### config.mk
export PLATFORM = sky130hd
export DESIGN_NAME = gledi_top
export DESIGN_NICKNAME = d
export VERILOG_FILES = /design/src/include/gledi_pkg.sv /design/src/gledi_top.sv /design/src/gledi_sync2.sv
export SDC_FILE = /design/constraint.sdc
export NUM_CORES = 1
export LEC_CHECK = 0
export BUFFER_PORTS_ARGS = -buffer_cell sky130_fd_sc_hd__buf_2
export CAP_MARGIN = 10
export CORE_ASPECT_RATIO = 0.6
export CORE_UTILIZATION = 30
export DETAILED_ROUTE_END_ITERATION = 16
export PLACE_DENSITY = 0.54
export SYNTH_ARGS = -nofsm -noshare
export SYNTH_HDL_FRONTEND = slang
export SYNTH_SLANG_ARGS = --single-unit
### constraint.sdc
create_clock -name clock -period 4.5 [get_ports clock]
set_input_delay 0.9 -clock clock [delete_from_list [all_inputs] [get_ports clock]]
set_output_delay 0.9 -clock clock [all_outputs]
set_load 0.03 [all_outputs]
### src/include/gledi_pkg.sv
// Package of constants and types for the general pin and LED indicator block
package gledi_pkg;
    // ****************************************
    // Register byte addresses
    // ****************************************
    localparam logic [7:0] GLEDI_CFG_ADDR = 8'h00;
    localparam logic [7:0] GLEDI_OUT_ADDR = 8'h04;
    localparam logic [7:0] GLEDI_STAT_ADDR = 8'h08;

    // ****************************************
    // Configuration field layout
    // ****************************************
    localparam int GLEDI_CFG_DIR_LSB = 0;
    localparam int GLEDI_CFG_OD_LSB = 8;
    localparam int GLEDI_CFG_LED_LSB = 16;
    localparam int GLEDI_NPINS = 3;

    // ****************************************
    // Reset values
    // ****************************************
    localparam logic [31:0] GLEDI_CFG_RESET = 32'h0000_0000;
    localparam logic [2:0] GLEDI_OUT_RESET = 3'h0;

    // ****************************************
    // Timing
    // ****************************************
    localparam int GLEDI_CLK_MHZ = 125;
    localparam int GLEDI_BLINK_MS = 80;
    localparam int GLEDI_BLINK_CYCLES = GLEDI_BLINK_MS * 1000 * GLEDI_CLK_MHZ;

    // ****************************************
    // AXI responses
    // ****************************************
    localparam logic [1:0] GLEDI_RESP_OKAY = 2'h0;
    localparam logic [1:0] GLEDI_RESP_SLVERR = 2'h2;

    // Link/activity blink phases
    typedef enum logic [1:0] {
        GLEDI_IDLE,
        GLEDI_OFF,
        GLEDI_ON
    } gledi_blink_t;
endpackage

### src/gledi_top.sv
// General pins with LED indicator function and AXI4-Lite registers
`timescale 1ns/1ns
module gledi_top
    import gledi_pkg::*;
#(
    parameter int BLINK_CYCLES = GLEDI_BLINK_CYCLES
) (
    input wire logic clock, // Core clock, 125 MHz
    input wire logic srst, // Synchronous reset, active high
    input wire logic [7:0] s_axi_awaddr, // Write address
    input wire logic s_axi_awvalid, // Write address valid
    output logic s_axi_awready, // Write address ready
    input wire logic [31:0] s_axi_wdata, // Write data
    input wire logic [3:0] s_axi_wstrb, // Write byte strobes
    input wire logic s_axi_wvalid, // Write data valid
    output logic s_axi_wready, // Write data ready
    output logic [1:0] s_axi_bresp, // Write response
    output logic s_axi_bvalid, // Write response valid
    input wire logic s_axi_bready, // Write response ready
    input wire logic [7:0] s_axi_araddr, // Read address
    input wire logic s_axi_arvalid, // Read address valid
    output logic s_axi_arready, // Read address ready
    output logic [31:0] s_axi_rdata, // Read data
    output logic [1:0] s_axi_rresp, // Read response
    output logic s_axi_rvalid, // Read data valid
    input wire logic s_axi_rready, // Read data ready
    input wire logic link_up, // Valid link present
    input wire logic speed_10, // Link running at 10 Mb/s
    input wire logic full_duplex, // Link in full duplex
    input wire logic tx_activity, // Transmit activity seen
    input wire logic rx_activity, // Receive activity seen
    input wire logic [2:0] pin_in, // Pin input levels
    output logic [2:0] pin_out, // Pin output levels
    output logic [2:0] pin_oe // Pin output enables
);
    // ****************************************
    // State
    // ****************************************
    // Counter wide enough to hold one blink phase
    localparam int CW = $clog2(BLINK_CYCLES + 1);

    typedef struct packed {
        logic [2:0] dir; // 1 = output
        logic [2:0] od; // 1 = open-drain
        logic [2:0] led; // 1 = LED function
        logic [2:0] outv;
        logic aw_got;
        logic [7:0] aw_addr;
        logic w_got;
        logic [31:0] w_data;
        logic [3:0] w_strb;
        logic bvalid;
        logic [1:0] bresp;
        logic rvalid;
        logic [1:0] rresp;
        logic [31:0] rdata;
        gledi_blink_t phase;
        logic [CW-1:0] cnt;
        logic act_seen;
        logic [2:0] pin_out;
        logic [2:0] pin_oe;
    } gledi_state_t;

    gledi_state_t st_q;
    gledi_state_t st_d;

    logic [2:0] pin_in_s;
    logic [4:0] stat_s;
    logic [2:0] led_val;
    logic [31:0] cfg_word;
    logic [31:0] wr_merge;

    // ****************************************
    // Input synchronisers
    // ****************************************
    // Pins come from outside the clock domain
    gledi_sync2 #(
        .WIDTH(3)
    ) u_pin_sync (
        .clock(clock),
        .srst(srst),
        .async_in(pin_in),
        .sync_out(pin_in_s)
    );

    // Status order: link, speed, duplex, tx, rx
    gledi_sync2 #(
        .WIDTH(5)
    ) u_stat_sync (
        .clock(clock),
        .srst(srst),
        .async_in({link_up, speed_10, full_duplex, tx_activity, rx_activity}),
        .sync_out(stat_s)
    );

    // ****************************************
    // Read-back word and indicator levels
    // ****************************************
    // Combinational helpers
    always_comb begin
        // Config word as software reads it back
        cfg_word = 32'h0000_0000;
        cfg_word[GLEDI_CFG_DIR_LSB +: GLEDI_NPINS] = st_q.dir;
        cfg_word[GLEDI_CFG_OD_LSB +: GLEDI_NPINS] = st_q.od;
        cfg_word[GLEDI_CFG_LED_LSB +: GLEDI_NPINS] = st_q.led;
        // Byte-lane merge of the held write data
        wr_merge = cfg_word;
        for (int b = 0; b < 4; b++) begin
            if (st_q.w_strb[b]) begin
                wr_merge[b*8 +: 8] = st_q.w_data[b*8 +: 8];
            end
        end
        // Indicator levels, active low
        // Speed level follows speed_10, high only at 10 Mb/s
        led_val[0] = stat_s[3];
        if (!stat_s[4]) begin
            led_val[1] = 1'b1;
        end else begin
            led_val[1] = (st_q.phase == GLEDI_OFF);
        end
        led_val[2] = ~(stat_s[4] & stat_s[2]);
    end

    // ****************************************
    // Next state
    // ****************************************
    always_comb begin
        st_d = st_q;
        // Write channel capture
        // Each half is held until the other arrives
        if (s_axi_awvalid && !st_q.aw_got && !st_q.bvalid) begin
            st_d.aw_got = 1'b1;
            st_d.aw_addr = s_axi_awaddr;
        end
        if (s_axi_wvalid && !st_q.w_got && !st_q.bvalid) begin
            st_d.w_got = 1'b1;
            st_d.w_data = s_axi_wdata;
            st_d.w_strb = s_axi_wstrb;
        end
        // Perform write once both halves are held
        if (st_q.aw_got && st_q.w_got) begin
            st_d.aw_got = 1'b0;
            st_d.w_got = 1'b0;
            st_d.bvalid = 1'b1;
            st_d.bresp = GLEDI_RESP_OKAY;
            case (st_q.aw_addr)
                GLEDI_CFG_ADDR: begin
                    st_d.dir = wr_merge[GLEDI_CFG_DIR_LSB +: GLEDI_NPINS];
                    st_d.od = wr_merge[GLEDI_CFG_OD_LSB +: GLEDI_NPINS];
                    st_d.led = wr_merge[GLEDI_CFG_LED_LSB +: GLEDI_NPINS];
                end
                GLEDI_OUT_ADDR: begin
                    if (st_q.w_strb[0]) begin
                        st_d.outv = st_q.w_data[2:0];
                    end
                end
                GLEDI_STAT_ADDR: begin
                    // Status is read-only, writes are ignored
                end
                default: begin
                    st_d.bresp = GLEDI_RESP_SLVERR;
                end
            endcase
        end
        // Response stands until bready
        if (st_q.bvalid && s_axi_bready) begin
            st_d.bvalid = 1'b0;
        end
        // Read channel
        // A new read waits until the last answer is taken
        if (s_axi_arvalid && !st_q.rvalid) begin
            st_d.rvalid = 1'b1;
            st_d.rresp = GLEDI_RESP_OKAY;
            case (s_axi_araddr)
                GLEDI_CFG_ADDR: begin
                    st_d.rdata = cfg_word;
                end
                GLEDI_OUT_ADDR: begin
                    st_d.rdata = {29'h0000_0000, st_q.outv};
                end
                GLEDI_STAT_ADDR: begin
                    st_d.rdata = {21'h00_0000, stat_s, led_val, pin_in_s};
                end
                default: begin
                    // Unmapped reads return zero
                    st_d.rdata = 32'h0000_0000;
                    st_d.rresp = GLEDI_RESP_SLVERR;
                end
            endcase
        end else if (st_q.rvalid && s_axi_rready) begin
            st_d.rvalid = 1'b0;
        end
        // Link/activity blink sequence
        // Remember activity seen during the on phase
        if (stat_s[1] || stat_s[0]) begin
            st_d.act_seen = 1'b1;
        end
        case (st_q.phase)
            GLEDI_IDLE: begin
                // Idle clears the flag; live activity still starts a pulse
                st_d.act_seen = 1'b0;
                if (stat_s[4] && (stat_s[1] || stat_s[0] || st_q.act_seen)) begin
                    st_d.phase = GLEDI_OFF;
                    st_d.cnt = CW'(BLINK_CYCLES - 1);
                end
            end
            GLEDI_OFF: begin
                if (st_q.cnt == '0) begin
                    st_d.phase = GLEDI_ON;
                    st_d.cnt = CW'(BLINK_CYCLES - 1);
                    // Activity in this very cycle still counts
                    st_d.act_seen = stat_s[1] | stat_s[0];
                end else begin
                    st_d.cnt = st_q.cnt - 1'b1;
                end
            end
            GLEDI_ON: begin
                // Pending activity starts the next pulse at once
                if (st_q.cnt != '0) begin
                    st_d.cnt = st_q.cnt - 1'b1;
                end else if (stat_s[1] || stat_s[0] || st_q.act_seen) begin
                    st_d.phase = GLEDI_OFF;
                    st_d.cnt = CW'(BLINK_CYCLES - 1);
                    st_d.act_seen = 1'b0;
                end else begin
                    st_d.phase = GLEDI_IDLE;
                end
            end
            default: begin
                st_d.phase = GLEDI_IDLE;
            end
        endcase
        // Lost link aborts any blink
        if (!stat_s[4]) begin
            st_d.phase = GLEDI_IDLE;
            st_d.cnt = '0;
            st_d.act_seen = 1'b0;
        end
        // Pin drivers
        // LED pins only sink; a dark LED releases the pin
        for (int i = 0; i < GLEDI_NPINS; i++) begin
            if (st_q.led[i]) begin
                st_d.pin_out[i] = 1'b0;
                st_d.pin_oe[i] = ~led_val[i];
            end else if (!st_q.dir[i]) begin
                st_d.pin_out[i] = 1'b0;
                st_d.pin_oe[i] = 1'b0;
            end else if (st_q.od[i]) begin
                st_d.pin_out[i] = 1'b0;
                st_d.pin_oe[i] = ~st_q.outv[i];
            end else begin
                st_d.pin_out[i] = st_q.outv[i];
                st_d.pin_oe[i] = 1'b1;
            end
        end
    end

    // ****************************************
    // State register
    // ****************************************
    // Registered state
    always_ff @(posedge clock) begin
        if (srst) begin
            // Clear all, then config to its reset layout
            st_q <= '0;
            st_q.dir <= GLEDI_CFG_RESET[GLEDI_CFG_DIR_LSB +: GLEDI_NPINS];
            st_q.od <= GLEDI_CFG_RESET[GLEDI_CFG_OD_LSB +: GLEDI_NPINS];
            st_q.led <= GLEDI_CFG_RESET[GLEDI_CFG_LED_LSB +: GLEDI_NPINS];
            st_q.outv <= GLEDI_OUT_RESET;
            st_q.phase <= GLEDI_IDLE;
        end else begin
            st_q <= st_d;
        end
    end

    // ****************************************
    // Outputs
    // ****************************************
    // Write channel, both ready low while a response waits
    assign s_axi_awready = ~st_q.aw_got & ~st_q.bvalid;
    assign s_axi_wready = ~st_q.w_got & ~st_q.bvalid;
    assign s_axi_bvalid = st_q.bvalid;
    assign s_axi_bresp = st_q.bresp;

    // Read channel, one read at a time
    assign s_axi_arready = ~st_q.rvalid;
    assign s_axi_rvalid = st_q.rvalid;
    assign s_axi_rdata = st_q.rdata;
    assign s_axi_rresp = st_q.rresp;

    // Pin drive straight from flip-flops
    assign pin_out = st_q.pin_out;
    assign pin_oe = st_q.pin_oe;
endmodule

### src/gledi_sync2.sv
// Two flip-flop synchroniser for a vector of asynchronous inputs
`timescale 1ns/1ns
module gledi_sync2 #(
    parameter int WIDTH = 1
) (
    input wire logic clock, // Core clock
    input wire logic srst, // Synchronous reset
    input wire logic [WIDTH-1:0] async_in, // Unsynchronised inputs
    output logic [WIDTH-1:0] sync_out // Synchronised inputs
);
    typedef struct packed {
        logic [WIDTH-1:0] first;
        logic [WIDTH-1:0] second;
    } gledi_sync_t;

    gledi_sync_t st_q;
    gledi_sync_t st_d;

    // Shift through two stages
    always_comb begin
        st_d.first = async_in;
        st_d.second = st_q.first;
    end

    // State register
    always_ff @(posedge clock) begin
        if (srst) begin
            st_q <= '0;
        end else begin
            st_q <= st_d;
        end
    end

    assign sync_out = st_q.second;
endmodule

---- After elaboration in Yosys (flattened, before gate mapping) ----
Index checks and enable logic that the tools add are counted.
word-level totals
  bits in registers ....................... 131
  input bits .............................. 67
operators by class
  muxes and demuxes ....................... 27
  $add $sub $neg .......................... 1
  bitwise operators ....................... 18
  equal/unequal tests ..................... 10
  reductions and logical operators ........ 36
operator list
  operator                                            count
  case mux 25 bit (3 select lines)                    1
  case mux 19 bit (3 select lines)                    1
  2-to-1 mux 24 bit                                   2
  2-to-1 mux 26 bit                                   1
  2-to-1 mux 25 bit                                   1
  zero test 24 bit                                    1
  nonzero test 24 bit                                 1
  subtractor 24 x 1 -> 24 bit, second input constant  1
  AND reduction 3 bit                                 6
  == test 8 x 3 -> 1 bit, second input constant       2
  == test 8 x 4 -> 1 bit, second input constant       2
  zero test 8 bit                                     2
  2-to-1 mux 1 bit                                    16
  NOT 1 bit                                           14
  OR reduction 4 bit                                  3
  logical AND 1 bit                                   9
  2-to-1 mux 2 bit                                    4
  case mux 2 bit (3 select lines)                     1
  OR reduction 2 bit                                  3
  OR reduction 3 bit                                  2
  zero test 1 bit                                     4
  inequality test 2 bit, second input constant        2
  AND 1 bit                                           3
  inequality test 3 bit, second input constant        1
  8 further kinds                                     9

---- Longest topological paths before layout ----
Gate-level depths: netlist of run 1.
  depth after elaboration ................. 5
  mapped depth ............................ 9
  gate-level depth less buffers ........... 7

---- Modules after synthesis ----
A second synthesis of run 1 with hierarchy kept.
second synthesis, totals
  cell total of the unflattened synthesis .. 528
  area, all modules ....................... 4,508.1 um2
modules (own cells, without submodules)
  module                      cells each  sequential area each (um2)  area each (um2)  times used
  gledi_top                   496         1,701.6                     4,087.7          1
  gledi_sync2 at u_stat_sync  20          200.2                       262.8            1
  gledi_sync2 at u_pin_sync   12          120.1                       157.7            1

---- Least setup slack after synthesis of run 1 ----
OpenSTA, ideal clock, no wires.
  path type ............................... input to register
  start ................................... input port s_axi_araddr[0]
  end ..................................... register st_q, in the netlist s_axi_rdata[7]
  cell stages on the path ................. 5
  slack ................................... 2.139 ns
  arrival ................................. 2.291 ns
  library setup time ...................... 0.070 ns
  path buffers ............................ 0
  path through ............................ or4_1 nor4b_1 and2_1 nand2_1 a21oi_1
between the ends
  cells in the longest elaborated chain, start to end .. 2
  elaborated cells on any way between the ends .. 4
  those cells by class .................... eq/ne (2); mux (1); reduce/logical (1)
ends and longest elaborated chain
  item                                                  line              RTL
  from (decl)                                           gledi_top.sv:20   input wire logic [7:0] s_axi_araddr,
  == test 8 x 4 -> 1 bit, or another cell as far along  gledi_top.sv:174  case (s_axi_araddr)
  case mux 19 bit (3 select lines) (*)                  gledi_top.sv:174
  to (signal assigned)                                  gledi_top.sv:272  st_q <= st_d;
  to (decl)                                             gledi_top.sv:64   gledi_state_t st_q;
Mark *: on every way between the ends. The rest lies on a longest branch, timed or not.
A chain may end at the register's enable or synchronous reset.

---- Final worst setup path of run 1 ----
  start ................................... register st_q[7] (netlist bit)
  end ..................................... register st_q[14] (netlist bit)
between the ends
  cells in the longest elaborated chain, start to end .. 3
  elaborated cells on any way between the ends .. 8
  those cells by class .................... add/sub (1); eq/ne (1); mux (3); reduce/logical (3)
ends and longest elaborated chain
  item                                                                            line                                RTL
  subtractor 24 x 1 -> 24 bit, or another cell as far along                       gledi_top.sv:214, gledi_top.sv:220
  2-to-1 mux 24 bit, or another cell as far along                                 gledi_top.sv:219                    if (st_q.cnt != '0) begin
  case mux 25 bit (3 select lines) / AND reduction 3 bit (equally long branches)  -
Parallel ways exist; a longest one is shown, timed or not.

==> results by stage, run 1 <==
Timing:
- The worst hold margin is 0.441 ns.
- In this run the tightest slew margin relative to its limit is 35.6%.
- Static timing analysis puts the maximum clock frequency at 0.332 GHz.
- The transition time of the tightest slew-check pin is 0.957 ns.
- Setup repair after global routing left no endpoint under its margin.
- The number of pins exceeding their max-slew limit in the final report was 0.
- The share of the clock period used by the worst path is 66.9%.
- The setup violation total in the final timing report is 0.
- The time the worst path needs with I/O delays and setup is 3.01 ns.
- The final hold violation count came to 0.
- On the final layout, the worst clock skew is 0.00692 ns.
- The final-layout setup total negative slack is 0 ns.

Power and ir drop:
- For this design the ratio of total power to cell area is 348 mW/mm2.
- Internal power comes to 1370 uW.
- The share of total power dissipated in sequential elements is 50.9%.
- Combinational logic burns 8.9% of the power.
- For this design the total switching power over the nets is 475 uW.
- The standby leakage power is 0.00205 uW.
- The worst-case IR drop observed on VDD is 0.184 mV.
- The clock network accounts for 40.2% of the total power.
- The overall power consumption is 1840 uW.
- The switching share of total power is 25.8%.

Synthesis:
- The mapped netlist covers 0.00473 mm2.
- The number of warnings printed during yosys synthesis is 0.
- The mean cell area of the mapped netlist is 8.29 um2.
- The cell count after synthesis came out at 570.
- The proportion of synthesized chip area in sequential cells is 42.8%.
- The total of flip-flops plus latches after synthesis is 101.
- The share of flip-flops with an asynchronous set or reset is 0%.
- The unique cell type count in the Yosys netlist is 58.
- In the post-synthesis netlist, the biggest area contributors are dfxtp_1 (43%), buf_4 (6.8%), nand2_1 (6.8%).
- The area share of the leading cell type in the synthesized netlist is 42.8%.
- The predominant post-synthesis flop cell is dfxtp_1.
- The library cell with the largest summed area after synthesis is dfxtp_1.
- The number of flops mapped to enable cells by yosys is 0.

GRT:
- The via count of the first global-routing pass is 3861.
- Global routing used 15.7% of the available tracks across all layers.
- The most congested layer reported by global routing is met1.
- The overflow left after global routing is 0.
- The initial antenna violation count was 0.
- Entering global routing, the biggest net connects 59 pins.
- The global-route wire length before repair is 19900 um.
- Global routing consumed, on the met3 layer, 3.67% of the routing resources.
- The met1 usage in global routing is 24.0%.
- The met2 routing resource usage after global routing is 21.5%.

Run:
- The tool flagged a number of max-cap violations equal to 0.

Cells and area:
- In the layout the commonest cells are dfxtp_1 (101), nand2_1 (86), buf_2 (69), a21oi_1 (56), nor2_1 (39).
- Compared with the post-synthesis result, the final layout area differs by 12.1%.
- Of the cells placed in the final design, the portion with a size suffix greater than 1 is 18.0%.
- For this run, the share of the core covered by cells in the final layout is 34.5%.
- The repair_antennas step left the layout with diodes totalling 0.
- The post-route non-filler standard cell count is 814.
- The library cell used most frequently in the layout, excluding fill and tap cells, is dfxtp_1.
- At the end of the flow, the number of nets in the layout was 674.
- The count of filler cells inserted in the layout is 1632.

Detailed routing:
- Across all layers, the routed design uses 4164 vias.
- The number of iterations in the first detailed-routing pass is 4.
- In the routed layout, each cell is associated on average with a via count of 5.12.
- For this run, design rule violations remaining after detail routing come to 0.
- In this run, the number of DRC markers left after iteration 0 of detailed routing was 296.
- In the final routed layout, each cell accounts on average for 15.2 um.
- In this run the remaining antenna-violating nets after routing total 0.
- After detailed routing, the total wire length is 12400 um.

Placed design:
- The half-perimeter wire length after placement is 9240 um.
- During placement, the flow inserted port buffers numbering 69.
- The count of placed standard cells including taps is 797.
- Routability-driven placement finished with a final weighted congestion of 0.862.

Run status:
- The flow ran to the end, and the final reports show no timing, DRC or antenna violations.

Clock tree:
- The CTS tree is done.
- The clock transition at the register clock pins on the worst setup and hold paths after CTS is 0.07 ns.
- The maximum number of buffers from clock root to sink is 2.
- Buffers inserted during clock tree synthesis total 9.
- Buffers inserted to repair hold after CTS numbered 0.
- CTS placed an instance of clkbuf_16 at the clock tree root.
- Post-CTS timing repair inserted 0 buffers for setup.
- The total number of clock tree sinks is 101.
- Gates resized during post-CTS repair numbered 0.
- The CTS H-tree depth is 3.
- The clock latency of the later-clocked register in the worst-skew pair is 0.34 ns.

Worst setup path:
- The worst setup path is of the reg2reg kind.
- The required arrival time at the worst endpoint is 4.76 ns.
- The setup check on the worst reg-to-reg path leaves a slack of 1.49 ns.
- The number of cell instances on the worst register-to-register path is 7.
- The arrival time of the worst setup path is 3.27 ns.
- STA classifies the critical path endpoint as a register.
- The largest fanout on the critical path is 11.
- In this run the critical register-to-register path is captured at st_q[14].
- The origin of the critical flop-to-flop path is st_q[7].
- The worst setup path is launched from a register.

Die:
- From bottom edge to top edge, the die measures 99.2 um.
- The count of standard-cell rows is 35.
- The core region is 0.0154 mm2.
- The floorplan step defined a die boundary enclosing 0.0163 mm2.
- The effective utilization at floorplan is 30.8%.
- From left edge to right edge, the die measures 164 um.
- 114 I/O pins were placed.

Worst hold path:
- The origin of the worst min-delay path is u_stat_sync.st_d[3].
- The endpoint with the worst hold slack is u_stat_sync.sync_out[3].
- Counting instances, the worst hold path has a depth of 1.
- The path category of the worst min-delay check is reg2reg.
-- through the flow --
step | cell area [um2] | setup WS, ns
4_1_cts | 5290 | 1.55
6_report | 5300 | 1.49
5_1_grt | 5300 | 1.31
2_1_floorplan | 4800 | 2.14
3_5_place_dp | 5000 | 1.56
3_3_place_gp | 5000 | 1.58
-- state kept, by name, summed over array words and instances (netlist names) --
name,flops
pin_out,3
st_q,52
s_axi_bvalid,1
u_stat_sync.sync_out,5
u_pin_sync.sync_out,3
u_stat_sync.st_d,5
s_axi_rresp,1
u_pin_sync.st_d,3
s_axi_bresp,1
s_axi_rvalid,1
cfg_word,9
s_axi_rdata,14
pin_oe,3
-- cell type report --
class                      count  area (um2)  area share (%)
sequential                   101        2020            38.2
clock inverter                 5        42.5           0.803
multi-input combinational    404        2290            43.2
clock buffer                  11         243            4.58
inverter                      15        56.3            1.06
timing repair buffer          75         390            7.37
tap                          203         254            4.79
-- worst max-delay path, stage by stage, from the launching register on --
cell	delay [ns]
dfxtp_1	0.35
inv_1	0.07
ha_1	0.22
nor3b_1	0.64
nand4_1	0.50
o21ai_2	0.64
mux2_2	0.40
a31oi_1	0.11
-- power groups by stage --
stage | clock [uW] | sequential (uW) | combinational [uW]
after detailed placement | 0 | 959 | 164
after floorplan | 0 | 953 | 133
after global routing | 796 | 942 | 183
final | 741 | 938 | 164
after global placement | 0 | 958 | 162
after CTS | 761 | 938 | 165
-- kinds of logic after synthesis --
family / share of synthesized area [%]
AOI/OAI and AO/OA: 19.2
muxes: 2.70
adders and majority gates: 0.265
DFF: 42.8
and+or+nand+nor: 24.5
buffers and inverters: 10.4
other: 0.0793
-- cells in the mapped netlist (5+ instances only) --
cell,number
or4_1,6
o22ai_1,6
o2111ai_1,6
nor4_1,10
a21o_1,6
nand2_1,86
nor3_1,13
nor2b_1,18
a22oi_1,13
nand3_1,26
inv_1,15
o21ai_0,9
buf_4,43
clkbuf_1,22
a21oi_1,56
a211oi_1,8
mux2i_1,6
nor2_1,39
nand2b_1,5
dfxtp_1,101
a31oi_1,7
mux2_2,6
-- worst max-delay path by stage --
stage / endpoint / from / slack, ns / cells past startpoint
finish: st_q[14] / st_q[7] / 1.49 / 7
global placement: st_q[14] / st_q[7] / 1.58 / 7
global route: st_q[14] / st_q[7] / 1.31 / 7
CTS: st_q[14] / st_q[7] / 1.55 / 7
floorplan: s_axi_rdata[7] / s_axi_araddr[0] / 2.14 / 5
detailed placement: st_q[14] / st_q[7] / 1.56 / 7
-- per-layer routing --
layer / wire (um) / part of all wire [%]
met5: 0 / 0
met1: 6580 / 53
met3: 813 / 6.6
met4: 126 / 1.0
met2: 4870 / 39
No activity file was read; power rests on OpenSTA's default activity.
==> run 2: changes to the inputs <==
- PLACE_DENSITY: 0.54 -> 0.56
- clock period: 4.5 -> 2.62 ns (I/O delays scaled with it)
==> run 2 against run 1 <==
Effect of this change:
- wire length rose by 2.3%
- global-route usage barely moved
- clock power rose by 74%
- sequential cell count did not move
==> results by stage, run 2 (same netlist as run 1, synthesis figures left out) <==
Cells and area:
- In the layout the commonest cells are dfxtp_1 (101), nand2_1 (86), buf_2 (69), a21oi_1 (56), nor2_1 (39).
- The register containing the most flip-flops in the final layout is st_q.
- The total number of nets in the final design is 693.
- The most common cell after layout, fill and taps aside is dfxtp_1.
- Relative to the synthesized area, the layout overhead comes to 15.0%.
- After routing the design area is 0.00544 mm2.
- The number of flip-flops under the largest register name is 52.
- The share of final-layout standard cells stronger than drive strength 1 is 20.2%.

GRT:
- The first global-routing pass estimated 19900 um of wire.
- The initial antenna violation count is 1.
- The pin count of the biggest net entering global routing is 47.
- Across every metal layer, demand over resource in global routing totals 15.7%.
- The via count of the first global-routing pass was 3873.
- The overflow left after global routing is 0.

Clock tree:
- The CTS H-tree depth is 3.
- The clock reaches the later pin of the worst-skew pair after 0.34 ns.
- Once the clock tree was built, the setup fixing pass inserted 0 buffers.
- The number of hold buffers added after CTS was 0.
- The number of gates given a new drive strength after cts is 0.
- The CTS tree is done.
- The number of buffers created by CTS is 9.
- The total number of clock tree sinks is 101.
- The root buffer cell is clkbuf_16.
- The clock transition at the register clock pins on the worst setup and hold paths after CTS is 0.07 ns.
- The clock passes through at most 2 buffers.

Placed design:
- Buffers placed on the I/O ports in this run total 69.
- Summing all placed instances gives a cell area of 0.00515 mm2.
- The pre-CTS setup slack is 0.161 ns.
- At the end of routability-driven placement, the weighted congestion stood at 0.847.
- After legalization and detailed placement, the total HPWL measured 9430 um.

Power and ir drop:
- The worst-case IR drop observed on VDD is 0.289 mV.
- For this design the static power due to leakage is 0.00214 uW.
- Dividing total power by cell area gives a power density of 588 mW/mm2.
- The overall power consumption is 3200 uW.

Die:
- For this configuration, the core starts out at a cell density of 30.8%.
- The initialized floorplan defines 35 standard-cell rows.
- The width of the die is 164 um.
- The chip height is 99.2 um.
- The region available for standard cell placement spans 0.0154 mm2.
- The top-level I/O count is 114.
- The overall die area is 0.0163 mm2.

Detailed routing:
- Summing over every cut layer, the via total after detailed routing is 4212.
- The final wirelength is 12700 um.
- Once detail routing completed, the nets flagged for antenna violations numbered 0.
- The first detailed-routing pass ran for 5 iterations.
- The average vias per placed instance is 5.06.
- The post-detailed-route DRC marker count is 0.
- Dividing the detail-routed wire length by the instance count gives 15.2 um.
- After the first detailed-routing iteration, the DRC count stood at 302.

Worst hold path:
- The origin of the worst min-delay path is tx_activity.
- The count of cells along the worst hold path is 2.
- The path category of the worst min-delay check is in2reg.
- The endpoint with the worst hold slack is u_stat_sync.st_d[1].

Timing:
- Setup violations remaining at the end of the flow were counted as 0.
- The worst pin sits at a relative slew slack of 57.0%.
- The worst setup slack after layout is 0.136 ns.
- Hold is met by 0.393 ns.
- The number of pins exceeding their max-slew limit in the final report was 0.
- The maximum clock frequency is 0.403 GHz.
- Setup repair after global routing left no endpoint under its margin.
- In the finished design, the share of the clock period the worst path needs comes to 94.8%.
- The final-layout setup total negative slack is 0 ns.
- Across the routed clock network, the largest skew measured is 0.00665 ns.
- The final hold violation count was 0.
- For the pin with the worst max-slew slack, the measured transition is 0.643 ns.
- The worst path needs 2.48 ns of the cycle, external delays included.

Worst setup path:
- The required arrival time at the worst endpoint is 2.86 ns.
- The largest fanout on the critical path is 8.
- The startpoint identified for the worst register-to-register timing path is st_q[15].
- The worst setup path is launched from a register.
- The total buffers and inverters traversed by the critical path is 1.
- The number of cell instances on the worst register-to-register path is 6.
- The slowest stage of the critical path is the or4_4 cell.
- The family of cells with the greatest summed delay on the critical path is simple AND/OR/NAND/NOR gates.
- STA classifies the critical path endpoint as a register.
- The stage delay of the slowest cell on the critical path is 0.62 ns.
- The setup slack on the worst flop-to-flop path is 0.14 ns.
- The critical path is of the reg2reg type.
- For the worst setup path, the data arrival time is 2.73 ns.
- The capture instance of the worst register-to-register path is st_q[26].
- Traced cell by cell, the critical path runs through or4_1, or4_4, o21ai_2, buf_4, a32oi_1, a211oi_1.

Run:
- The max-capacitance violation count is 0.

Run status:
- The flow ran to the end, and the final reports show no timing, DRC or antenna violations.
run 2: changes by cell type in the layout (fill, tap and decap cells not counted):
cell and change:
clkinv_4 -1, buf_4 +19, bufinv_16 +1, clkinv_2 +1, clkbuf_8 -1, diode_2 +1
inv_6 -2
run 2: routing by layer:
| metal | global-route usage (%) | share of wire (%) |
|---|---|---|
| met3 | 3.38 | 6.3 |
| met2 | 22.4 | 39 |
| met4 | 3.85 | 1.0 |
| met1 | 23.7 | 53 |
| met5 | 0 | 0 |
run 2: area by class of cell:
class | instances | area (um2)
antenna | 1 | 2.50
inverter | 15 | 56.3
tap | 203 | 254
sequential | 101 | 2020
clock inverter | 4 | 51.3
timing repair buffer | 94 | 533
clock buffer | 10 | 229
fill | 1592 | 9930
multi-input combinational | 404 | 2290
run 2: power by group:
group          switching (uW)  total, uW  internal [uW]
clock network             562       1290            731
registers                34.7       1610           1580
logic                     194        292           98.6
run 2: worst max-delay path by stage:
| stage | start | endpoint | slack [ns] | cells after the start |
|---|---|---|---|---|
| finish | st_q[15] | st_q[26] | 0.14 | 6 |
| global route | st_q[15] | st_q[26] | 0.04 | 6 |
| CTS | st_q[15] | st_q[14] | 0.15 | 5 |
| detailed placement | st_q[15] | st_q[26] | 0.16 | 6 |
| global placement | st_q[15] | st_q[14] | 0.19 | 5 |
| floorplan | st_q[15] | st_q[13] | 0.26 | 7 |
run 2: stage by stage:
step                      util (%)  cells
final                         35.4    832
after global routing          35.4    831
after CTS                     35.4    831
after detailed placement      33.5    817
after global placement        33.5    817
after floorplan                  -    589
==> run 3: changes to the inputs <==
- BUFFER_PORTS_ARGS: -buffer_cell sky130_fd_sc_hd__buf_2 -> -buffer_cell sky130_fd_sc_hd__buf_4
- CORE_ASPECT_RATIO: 0.6 -> 0.75
- SETUP_SLACK_MARGIN: unset -> 0.5
==> run 3 against run 2 <==
Effect of this change:
- clock power is 3% higher
- non-clock buffer count is 18 higher
- global-route usage is 0.58 points lower
- clock skew is 0.0056 ns higher
- critical path type unchanged
==> results by stage, run 3 (same netlist as run 1, synthesis figures left out) <==
Worst setup path:
- The number of cell instances on the worst register-to-register path is 6.
- On the critical path, the stage with the largest delay is an instance of or4_4.
- The kind of capture point of the worst setup path is a register.
- The critical path is of the reg2reg type.
- The setup slack on the worst flop-to-flop path is 0.37 ns.
- On the worst path, the slowest cell contributes a delay of 0.61 ns.
- At the worst endpoint, the arrival time is 2.52 ns.
- Along the worst path, the maximum fanout reaches 9.
- STA classifies the critical path startpoint as a register.
- STA puts the critical path data required time at 2.89 ns.
- Walking the worst path, the cells encountered are or4_4, or4_4, buf_6, o41ai_2, o22ai_1, o22ai_1.

Detailed routing:
- After detailed routing, the number of remaining DRC violations is 0.
- The first detailed-routing pass took 4 iterations.
- After the first detailed-routing iteration, the DRC count stood at 351.
- The average wire per cell in the routed design is 14.9 um.
- In this run the remaining antenna-violating nets after routing total 0.
- Dividing the detail-routed via count by the number of cells gives 5.15.
- The final wirelength is 12700 um.
- The detailed-route via count is 4393.

GRT:
- The via count of the first global-routing pass was 3954.
- In the global route stage, met2 resource usage came out at 23.9%.
- The global-route wire length before repair is 19900 um.
- Global routing consumed, on the met1 layer, 20.6% of the routing resources.
- Global routing finished with a remaining overflow of 0.
- Global routing used 4.53% of the available met3 tracks.
- The initial antenna violation count is 0.
- The pin count of the biggest net entering global routing is 62.
- The total global routing track utilization is 15.1%.
- The most congested layer reported by global routing is met2.

Cells and area:
- The antenna diode count is 0.
- The count of filler cells inserted in the layout is 1566.
- The register containing the most flip-flops in the final layout is st_q.
- The synthesis-to-layout area growth is 27.3%.
- The total number of nets in the final design is 711.
- In the layout the commonest cells are buf_4 (103), dfxtp_1 (96), nand2_1 (85), a21oi_1 (50), nor2_1 (38).
- The share of final-layout standard cells stronger than drive strength 1 is 27.9%.
- Summing all non-filler instances in the final layout gives an area of 0.00602 mm2.
- The register with the most flip-flops in the layout has 52 of them.
- Registers take 0.00203 mm2.
- Summing all multi-input logic gate instances after layout gives 0.00250 mm2.
- The library cell used most frequently in the layout, excluding fill and tap cells, is buf_4.

Die:
- The core region area is 0.0153 mm2.
- The die is 147 um wide.
- For this configuration, the core starts out at a cell density of 30.9%.
- The top-level I/O count is 114.
- Measured along the y axis, the die boundary spans 111 um.
- The initialized floorplan defines 39 standard-cell rows.
- The overall die area is 0.0163 mm2.

Clock tree:
- Counting the buffers created by CTS gives 9.
- TritonCTS built the clock tree.
- The root buffer cell is clkbuf_16.
- The total number of clock tree sinks is 101.
- The maximum number of buffers from clock root to sink is 2.
- Buffers inserted to repair hold after CTS numbered 0.
- The clock latency of the later-clocked register in the worst-skew pair is 0.36 ns.
- The clock tree synthesis step divided the H-tree into 3 levels.
- The clock transition at the register clock pins on the worst setup and hold paths after CTS is 0.08 ns.

Timing:
- The worst setup slack after layout is 0.367 ns.
- The final-layout setup total negative slack is 0 ns.
- The number of pins exceeding their max-slew limit in the final report was 0.
- The maximum clock frequency is 0.444 GHz.
- The final hold violation count is 0.
- The setup skew after layout is 0.0122 ns.
- For the finished layout, the period the worst path requires is 2.25 ns.
- For the pin with the worst max-slew slack, the measured transition is 0.754 ns.
- In this run the tightest slew margin relative to its limit is 49.3%.
- The share of the clock period used by the worst path is 86.0%.
- Setup repair after global routing could not meet its margin everywhere.
- The setup violation total in the final timing report is 0.

Placed design:
- After detailed placement, the total cell area comes to 0.00533 mm2.
- The global placement routability congestion is 0.860.
- The half-perimeter wire length after placement is 8500 um.
- The pre-CTS setup slack is 0.222 ns.
- The number of input and output port buffers inserted is 69.

Power and ir drop:
- Across the VDD grid, the largest voltage drop is 0.310 mV.
- The standby leakage power is 0.00233 uW.
- Dividing total power by cell area gives a power density of 543 mW/mm2.

Worst hold path:
- The count of cells along the worst hold path is 2.
- The path category of the worst min-delay check is in2reg.

Run status:
- The flow ran to the end, and the final reports show no timing, DRC or antenna violations.

Run:
- The tool flagged a number of max-cap violations equal to 0.
[run 3: changes by cell type in the layout (fill, tap and decap cells not counted), moves of 4 or more]
cell,before,now
buf_4,25,103
buf_2,69,1
buf_6,0,7
a21oi_1,56,50
dfxtp_1,101,96
a211oi_1,8,4
a211oi_2,0,4
o2111ai_1,6,2
o2111ai_2,0,4
[run 3: worst paths after layout]
path                        from                 endpoint
max reg2reg             st_q[23]                 st_q[27]
min reg2reg  u_stat_sync.st_d[3]  u_stat_sync.sync_out[3]
min                    pin_in[2]       u_pin_sync.st_d[2]
max                     st_q[23]                 st_q[27]
[run 3: per-stage QoR]
step	hold slack (ns)	power, uW	util (%)	cells
detailed placement	0.422	1950	34.8	816
global placement	0.423	1950	34.8	816
floorplan	0.414	1870	-	589
global route	0.365	3400	39.3	853
finish	0.375	3270	39.3	853
CTS	0.369	3280	37.8	841
[run 3: area by class of cell]
type,count,area share (%)
Multi-Input combinational cell,404,41.6
Sequential cell,101,33.8
Timing Repair Buffer,112,14.6
Tap cell,205,4.26
Clock buffer,10,3.81
Clock inverter,6,1.04
Inverter,15,0.936
[run 3: repair_timing]
action	in CTS	in global routing
gates cloned	0	1
pin swaps	10	10
gates resized for setup	23	30
setup endpoints to repair	27	26
buffers inserted	9	11
[run 3: critical path, delay by kind of cell, from the launching register on]
family	cells	cell delay, ns
AND/OR/NAND/NOR	2	1.14
flip-flops	1	0.34
buffers and inverters	1	0.18
AO/OA/AOI/OAI	3	0.51
[run 3: report_power, final]
group / switching [uW] / total [uW] / internal [uW]
Clock: 653 / 1330 / 673
Sequential: 31.9 / 1610 / 1570
Combinational: 206 / 338 / 132
Total: 891 / 3270 / 2380
[run 3: layer usage]
layer  wire [um]  part of all wire (%)  up-vias
met1        6070                    48     2112
li1            -                     -     2122
met5           0                     0        -
met3         651                   5.1       18
met2        5870                    46      141
met4         155                   1.2        0
